### config.mk
export PLATFORM = sky130hd
export DESIGN_NAME = bsfx_exec_unit
export DESIGN_NICKNAME = d
export VERILOG_FILES = /design/src/core/bsfx_pkg.sv /design/src/core/bsfx_exec_unit.sv
export SDC_FILE = /design/constraint.sdc
export NUM_CORES = 1
export LEC_CHECK = 0
export ABC_AREA = 1
export CAP_MARGIN = 0
export CORE_ASPECT_RATIO = 0.9
export CORE_MARGIN = 10
export CORE_UTILIZATION = 55
export CTS_BUF_LIST = sky130_fd_sc_hd__clkbuf_16
export DETAILED_ROUTE_END_ITERATION = 16
export DONT_BUFFER_PORTS = 1
export PLACE_DENSITY = 0.81
export SLEW_MARGIN = 20
export SYNTH_ARGS = -nofsm -noshare
export SYNTH_HDL_FRONTEND = slang
export SYNTH_SLANG_ARGS = --single-unit
### constraint.sdc
create_clock -name mclk -period 9.2 [get_ports mclk]
set_input_delay 0.46 -clock mclk [delete_from_list [all_inputs] [get_ports mclk]]
set_output_delay 0.46 -clock mclk [all_outputs]
set_load 0.005 [all_outputs]
### src/core/bsfx_pkg.sv
// constants, types and register map of the bit, shift and flag unit
// assumes a 32-bit APB master and one 50 MHz core clock
package bsfx_pkg;

    // ********************
    // register map
    // ********************
    localparam logic [7:0] OFF_CMD = 8'h00;
    localparam logic [7:0] OFF_FLAGS = 8'h04;
    localparam logic [7:0] OFF_STAT = 8'h08;
    localparam logic [2:0] WREG_PAGE = 3'h1;
    localparam logic [2:0] IO_PAGE = 3'h2;
    localparam int IDX_LSB = 2;
    localparam int IDX_W = 3;
    localparam int NUM_REGS = 8;
    localparam int STAT_BUSY = 0;

    // ********************
    // command word fields
    // ********************
    localparam int OP_W = 5;
    localparam int CMD_OP_LSB = 0;
    localparam int CMD_SEL_LSB = 8;
    localparam int CMD_BIT_LSB = 12;

    // ********************
    // status flag positions and reset values
    // ********************
    localparam int FLAG_C = 0;
    localparam int FLAG_Z = 1;
    localparam int FLAG_N = 2;
    localparam int FLAG_V = 3;
    localparam int FLAG_S = 4;
    localparam int FLAG_H = 5;
    localparam int FLAG_T = 6;
    localparam int FLAG_I = 7;
    localparam logic [7:0] FLAGS_RST = 8'h00;
    localparam logic [7:0] REG_RST = 8'h00;

    // ********************
    // operation codes
    // ********************
    localparam logic [4:0] OP_CLEAR_IO_BIT = 5'h00;
    localparam logic [4:0] OP_SHIFT_LEFT_LOGICAL = 5'h01;
    localparam logic [4:0] OP_SHIFT_RIGHT_LOGICAL = 5'h02;
    localparam logic [4:0] OP_ROTATE_LEFT_THROUGH_CARRY = 5'h03;
    localparam logic [4:0] OP_ROTATE_RIGHT_THROUGH_CARRY = 5'h04;
    localparam logic [4:0] OP_SHIFT_RIGHT_ARITHMETIC = 5'h05;
    localparam logic [4:0] OP_SWAP_NIBBLES = 5'h06;
    localparam logic [4:0] OP_SET_STATUS_FLAG = 5'h07;
    localparam logic [4:0] OP_CLEAR_STATUS_FLAG = 5'h08;
    localparam logic [4:0] OP_STORE_BIT_TO_TRANSFER_FLAG = 5'h09;
    localparam logic [4:0] OP_LOAD_BIT_FROM_TRANSFER_FLAG = 5'h0a;
    // 5'h10+f sets flag f, 5'h18+f clears it
    localparam int OP_DED_BIT = 4;
    localparam int OP_DED_CLR_BIT = 3;

    typedef struct packed {
        logic [4:0] op;
        logic [2:0] sel;
        logic [2:0] bitIdx;
    } bsfx_cmd_s;

    typedef enum logic [1:0] {ST_IDLE, ST_CLRIO} bsfx_state_e;
    typedef enum logic [2:0] {
        RG_NONE, RG_CMD, RG_FLAGS, RG_STAT, RG_WREG, RG_IO
    } bsfx_region_e;

endpackage

### src/core/bsfx_exec_unit.sv
// bit, shift and flag execution unit with its status and register files
// assumes an APB master on mclk; one access is served at a time
`timescale 1ns/1ns
module bsfx_exec_unit
    import bsfx_pkg::*;
(
    input wire logic mclk,
    input wire logic rst,
    input wire logic psel,
    input wire logic penable,
    input wire logic pwrite,
    input wire logic [7:0] paddr,
    input wire logic [31:0] pwdata,
    output logic [31:0] prdata,
    output logic pready,
    output logic pslverr
);

    function automatic bsfx_region_e regionOf(input logic [7:0] a);
        if (a[IDX_LSB-1:0] != '0) begin
            return RG_NONE;
        end
        if (a == OFF_CMD) begin
            return RG_CMD;
        end
        if (a == OFF_FLAGS) begin
            return RG_FLAGS;
        end
        if (a == OFF_STAT) begin
            return RG_STAT;
        end
        if (a[7:IDX_LSB+IDX_W] == WREG_PAGE) begin
            return RG_WREG;
        end
        if (a[7:IDX_LSB+IDX_W] == IO_PAGE) begin
            return RG_IO;
        end
        return RG_NONE;
    endfunction

    // ********************
    // state
    // ********************
    bsfx_state_e state_q, state_d;
    bsfx_cmd_s cmd_q, cmd_d;
    logic [7:0] flags_q, flags_d;
    logic [7:0] wreg_q [NUM_REGS];
    logic [7:0] wreg_d [NUM_REGS];
    logic [7:0] io_q [NUM_REGS];
    logic [7:0] io_d [NUM_REGS];
    logic ready_q, ready_d;
    logic err_q, err_d;
    logic [31:0] rdata_q, rdata_d;

    bsfx_cmd_s curCmd;
    bsfx_region_e region;
    logic [IDX_W-1:0] idx;
    logic hit;
    logic cmdWr;
    logic [7:0] rv;
    logic [7:0] res;
    logic cy;
    logic shf;

    assign curCmd = '{op: pwdata[CMD_OP_LSB +: OP_W],
                      sel: pwdata[CMD_SEL_LSB +: IDX_W],
                      bitIdx: pwdata[CMD_BIT_LSB +: IDX_W]};
    assign region = regionOf(paddr);
    assign idx = paddr[IDX_LSB +: IDX_W];
    // a write lands only at the edge where pready is seen high
    assign hit = psel && penable && ready_q;
    assign cmdWr = hit && pwrite && region == RG_CMD;
    assign rv = wreg_q[curCmd.sel];
    assign prdata = rdata_q;
    assign pready = ready_q;
    assign pslverr = err_q;

    // ********************
    // shifter
    // ********************
    always_comb begin
        res = rv;
        cy = flags_q[FLAG_C];
        shf = 1'b1;
        case (curCmd.op)
            OP_SHIFT_LEFT_LOGICAL: begin
                res = {rv[6:0], 1'b0};
                cy = rv[7];
            end
            OP_SHIFT_RIGHT_LOGICAL: begin
                res = {1'b0, rv[7:1]};
                cy = rv[0];
            end
            OP_ROTATE_LEFT_THROUGH_CARRY: begin
                res = {rv[6:0], flags_q[FLAG_C]};
                cy = rv[7];
            end
            OP_ROTATE_RIGHT_THROUGH_CARRY: begin
                res = {flags_q[FLAG_C], rv[7:1]};
                cy = rv[0];
            end
            OP_SHIFT_RIGHT_ARITHMETIC: begin
                res = {rv[7], rv[7:1]};
                cy = rv[0];
            end
            default: begin
                shf = 1'b0;
            end
        endcase
    end

    // ********************
    // next state
    // ********************
    always_comb begin
        state_d = state_q;
        cmd_d = cmd_q;
        flags_d = flags_q;
        wreg_d = wreg_q;
        io_d = io_q;
        ready_d = 1'b0;
        err_d = 1'b0;
        rdata_d = rdata_q;
        // answer one cycle into the access, held off while a clear runs
        if (psel && penable && !ready_q && state_q == ST_IDLE) begin
            ready_d = 1'b1;
            err_d = region == RG_NONE;
            unique case (region)
                // read back in the same layout software wrote it
                RG_CMD: begin
                    rdata_d = '0;
                    rdata_d[CMD_OP_LSB +: OP_W] = cmd_q.op;
                    rdata_d[CMD_SEL_LSB +: IDX_W] = cmd_q.sel;
                    rdata_d[CMD_BIT_LSB +: IDX_W] = cmd_q.bitIdx;
                end
                RG_FLAGS: rdata_d = 32'(flags_q);
                RG_STAT: rdata_d = '0;
                RG_WREG: rdata_d = 32'(wreg_q[idx]);
                RG_IO: rdata_d = 32'(io_q[idx]);
                RG_NONE: rdata_d = '0;
            endcase
        end
        if (state_q == ST_CLRIO) begin
            io_d[cmd_q.sel][cmd_q.bitIdx] = 1'b0;
            state_d = ST_IDLE;
        end
        if (hit && pwrite) begin
            unique case (region)
                RG_FLAGS: flags_d = pwdata[7:0];
                RG_WREG: wreg_d[idx] = pwdata[7:0];
                RG_IO: io_d[idx] = pwdata[7:0];
                RG_CMD, RG_STAT, RG_NONE: begin
                end
            endcase
        end
        if (cmdWr) begin
            cmd_d = curCmd;
            if (shf) begin
                wreg_d[curCmd.sel] = res;
                flags_d[FLAG_C] = cy;
                flags_d[FLAG_Z] = res == REG_RST;
                flags_d[FLAG_N] = res[7];
                flags_d[FLAG_V] = res[7] ^ cy;
            end
            case (curCmd.op)
                OP_CLEAR_IO_BIT: state_d = ST_CLRIO;
                OP_SWAP_NIBBLES: wreg_d[curCmd.sel] = {rv[3:0], rv[7:4]};
                OP_SET_STATUS_FLAG: flags_d[curCmd.bitIdx] = 1'b1;
                OP_CLEAR_STATUS_FLAG: flags_d[curCmd.bitIdx] = 1'b0;
                OP_STORE_BIT_TO_TRANSFER_FLAG:
                    flags_d[FLAG_T] = rv[curCmd.bitIdx];
                OP_LOAD_BIT_FROM_TRANSFER_FLAG:
                    wreg_d[curCmd.sel][curCmd.bitIdx] = flags_q[FLAG_T];
                default: begin
                end
            endcase
            if (curCmd.op[OP_DED_BIT]) begin
                flags_d[curCmd.op[2:0]] = !curCmd.op[OP_DED_CLR_BIT];
            end
        end
        if (region == RG_STAT) begin
            rdata_d[STAT_BUSY] = ready_d && state_q != ST_IDLE;
        end
    end

    always_ff @(posedge mclk or posedge rst) begin
        if (rst) begin
            state_q <= ST_IDLE;
            cmd_q <= '0;
            flags_q <= FLAGS_RST;
            ready_q <= 1'b0;
            err_q <= 1'b0;
            rdata_q <= '0;
            for (int i = 0; i < NUM_REGS; i++) begin
                wreg_q[i] <= REG_RST;
                io_q[i] <= REG_RST;
            end
        end else begin
            state_q <= state_d;
            cmd_q <= cmd_d;
            flags_q <= flags_d;
            ready_q <= ready_d;
            err_q <= err_d;
            rdata_q <= rdata_d;
            wreg_q <= wreg_d;
            io_q <= io_d;
        end
    end
endmodule

==> summary.md <==
| Metric | Value |
|---|---|
| Outcome | finished clean |
| Pwr Density | 121 nW/um^2 |
| Category of the worst setup path capture point | register |
| Post-DR wirelength/cell | 24.5 um |
| Synthesis-stage register bit count | 165 |
| Busiest layer in global routing | met2 |
| First element of the critical path | paddr[4] |
| Critical Path Slowest Stage Cell | sky130_fd_sc_hd__buf_4 |
| Layout overhead on the synthesized area | 3.68% |
| Max Fanout on Critical Path | 60 |
| Number of max-slew violations in the final report | 0 |
| Total Die Area | 31400 um^2 |
| Antenna Diode Count | 0 |
| Largest net degree at the start of global routing | 98 |
| Top cells by instance count after synthesis | 713 x sky130_fd_sc_hd__nand2_1, 278 x sky130_fd_sc_hd__o21ai_0, 228 x sky130_fd_sc_hd__nand3_1, 165 x sky130_fd_sc_hd__dfrtp_1, 160 x sky130_fd_sc_hd__inv_1 |
| Met2 routing resource usage after global routing | 0.487 |
| Remaining number of nets flagged by the antenna check after routing | 0 |
| Placeable core region | 24300 um^2 |
| Count leader, synth | sky130_fd_sc_hd__nand2_1 |
| Total via count in the routed design | 16400 |
| Remaining design rule violation count | 0 |
| Number of hold-slack violations in the final timing report | 0 |
| CP Launch Type | primary input |
| Relative slew margins | 0.159 |
| Starting density of the core | 0.559 |
| Number of rows in the core area | 54 |
| Root Buffer Master | sky130_fd_sc_hd__clkbuf_16 |
| Area share of the leading cell type in the synthesized netlist | 0.304 |
| Critical Path, Cell by Cell | inv_2 > nand2_1 > nor2_4 > nand4_4 > nor2_4 > buf_4 > buf_4 > nand2_1 > nor3_1 > a41oi_1 > nand2_1 > o21ai_0 |
| Final wirelength | 59200 um |
| Library cell appearing most often on the critical path | sky130_fd_sc_hd__nand2_1 |
| Average instance area after synthesis | 6.22 um^2 |
| CTS buffer count | 17 |
| Sinks on Clock Net | 165 |
| Layout cells sized above 1 | 0.0653 |
| Nets@finish | 2144 |
| Maximum Capacitance Violations | 0 |
| Register-to-Register Path Depth | 9 |
| Sum Neg Setup Slack | 0 ns |
| Global routing usage summed across all routing layers | 0.368 |
| Setup repair after global routing missed its margin | false |
| Primary FF master, synth | sky130_fd_sc_hd__dfrtp_1 |
| Via density | 6.78 |
| Gp weighted congestion | 1.08 |
| GRT met1 Usage | 0.485 |
| Port-buffer cells | 0 |
| Maximum ir drop on the vdd rail | 0.0884 mV |
| CTS H-Tree Depth | 4 |
| First-pass GRT wire length | 88300 um |
| Grt ovf | 0 |
| Clock slew at the register clock pins of the worst setup and hold paths | 0.09 ns |
| Met3 track demand over resource | 0.187 |
| Type of the most critical hold path | primary input to async pin |
| Slew at the pin closest to its max-slew limit | 1.26 ns |
| # Post-CTS Setup Buffers | 0 |
| Clk Latency, worst-skew pair | 0.46 ns |
| Post-Syn Area | 13600 um^2 |
| Share of the core filled with cells | 0.580 |
| Count of flip-flops with a built-in enable after synthesis | 0 |
| Worst path max stage delay | 0.69 ns |
| DP Wirelength | 38700 um |
| Leakage power figure | 6.78 nW |
| Cells resized by post-CTS repair | 0 |
| Arrival time at the worst endpoint | 3.64 ns |
| Register area share after synthesis | 0.304 |
| Chip height | 169 um |
| Largest clock skew in the final design | 0.0220 ns |
| WS Path Type | primary input to register |
| Ys async rst share | 1.00 |
| Initial antenna violation count | 1 |
| Via count of the first global-routing pass | 14600 |
| Die boundary width | 186 um |
| Number of hold buffers added after CTS | 0 |
| Critical register-to-register path startpoint | pready |
| Yosys warns | 0 |
| Number of primary I/O pins | 79 |
| Synth top area cells | sky130_fd_sc_hd__dfrtp_1 30%, sky130_fd_sc_hd__nand2_1 20%, sky130_fd_sc_hd__o21ai_0 10% |
| Cell taking the most area after synthesis | sky130_fd_sc_hd__dfrtp_1 |
| First-iteration detailed-routing DRC count | 3108 |
| Maximum frequency from static timing analysis | 303 MHz |
| Final critical delay including setup and external delays | 3.30 ns |
| Portion of the clock cycle consumed by the worst path in the final layout | 0.359 |
| TritonCTS clock tree | done |
| Required time worst endpoint | 9.53 ns |
| Worst-case clock buffer depth | 2 |
| Number of distinct standard cells referenced by the synthesized netlist | 50 |
| Final-report setup violation count | 0 |
| Number of standard cells after synthesis | 2188 |
| Number of detailed-routing iterations run before antenna repair | 7 |
## worst max-delay path, delay by kind of cell
kind,cells,cell delay [ns]
AO/OA/AOI/OAI,2,0.14
buffers and inverters,3,1.63
AND/OR/NAND/NOR,7,1.34
## final timing paths
path / to / slack, ns
setup / recovery: flags_q[5] / 5.90
hold / removal: io_q[53] / 0.06
setup reg to reg: flags_q[5] / 6.01
hold reg to reg: cmd_q[8] / 0.50
max in group asynchronous: flags_q[6] / 7.48
min in group mclk: io_q[11] / 0.13
## state kept, by name, indices dropped and copies added, names as in the netlist
signal / flops
cmd_q: 11
flags_q: 8
io_q: 64
prdata: 14
pready: 1
pslverr: 1
state_q: 2
wreg_q: 64
## cell type report
cell class              instances  area (um^2)
fillers                      2368        10200
multi-input cells            1698         8080
flip-flops and latches        165         4130
inverters                     197          744
clock buffers                  17          425
well taps                     308          385
clock inverters                15          194
repair buffers                 20          150
## layer usage
layer  up-vias  wire (um)
met4         4       3060
li1       7159          -
met5         -         58
met1      7415      21600
met3       251      11800
met2      1573      22700
## metrics by stage
| step | instances | power (W) | hold WS (ns) | cell area (um^2) | setup slack (ns) |
|---|---|---|---|---|---|
| floorplan | 2205 | 0.000890 | 0.442 | 13700 | 4.28 |
| CTS | 2420 | 0.00169 | 0.0985 | 14100 | 6.10 |
| detailed placement | 2388 | 0.000929 | 0.478 | 13500 | 5.64 |
| finish | 2420 | 0.00170 | 0.0562 | 14100 | 5.90 |
| global placement | 2388 | 0.000927 | 0.454 | 13500 | 5.68 |
| global route | 2420 | 0.00173 | 0.127 | 14100 | 5.81 |
## power by group
group	leakage, nW	total (W)	switching [W]	internal, W
registers	2.09	0.000737	0.00000674	0.000730
logic	4.39	0.000190	0.000149	0.0000402
clock network	0.300	0.000774	0.000400	0.000375
total	6.78	0.00170	0.000556	0.00114
## logic make-up (layout without fill, tap and decap cells)
family / after synthesis / in the layout / share of synthesized area
compound gates: 513 / 513 / 0.210
buf+inv: 342 / 249 / 0.109
mux: 1 / 1 / 0.000736
simple gates: 1166 / 1166 / 0.376
flops: 165 / 165 / 0.304
other cells: 1 / 18 / 0.000276
## placed cells by master (no fill, tap or decap), drive strengths merged
| cell type | count |
|---|---|
| a21boi | 1 |
| a21o | 3 |
| a21oi | 54 |
| a221oi | 1 |
| a22oi | 1 |
| a31oi | 3 |
| a32o | 1 |
| a32oi | 1 |
| a41oi | 1 |
| and3 | 1 |
| buf | 20 |
| clkbuf | 17 |
| clkinv | 9 |
| conb | 18 |
| dfrtp | 165 |
| inv | 203 |
| mux2i | 1 |
| nand2 | 726 |
| nand3 | 234 |
| nand3b | 5 |
| nand4 | 35 |
| nor2 | 114 |
| nor3 | 49 |
| nor4 | 1 |
| o211ai | 17 |
| o21a | 4 |
| o21ai | 307 |
| o21bai | 2 |
| o221ai | 16 |
| o22ai | 90 |
| o311ai | 1 |
| o31ai | 8 |
| o32ai | 2 |
| or2 | 1 |
Power figures use the tool's default switching activity.
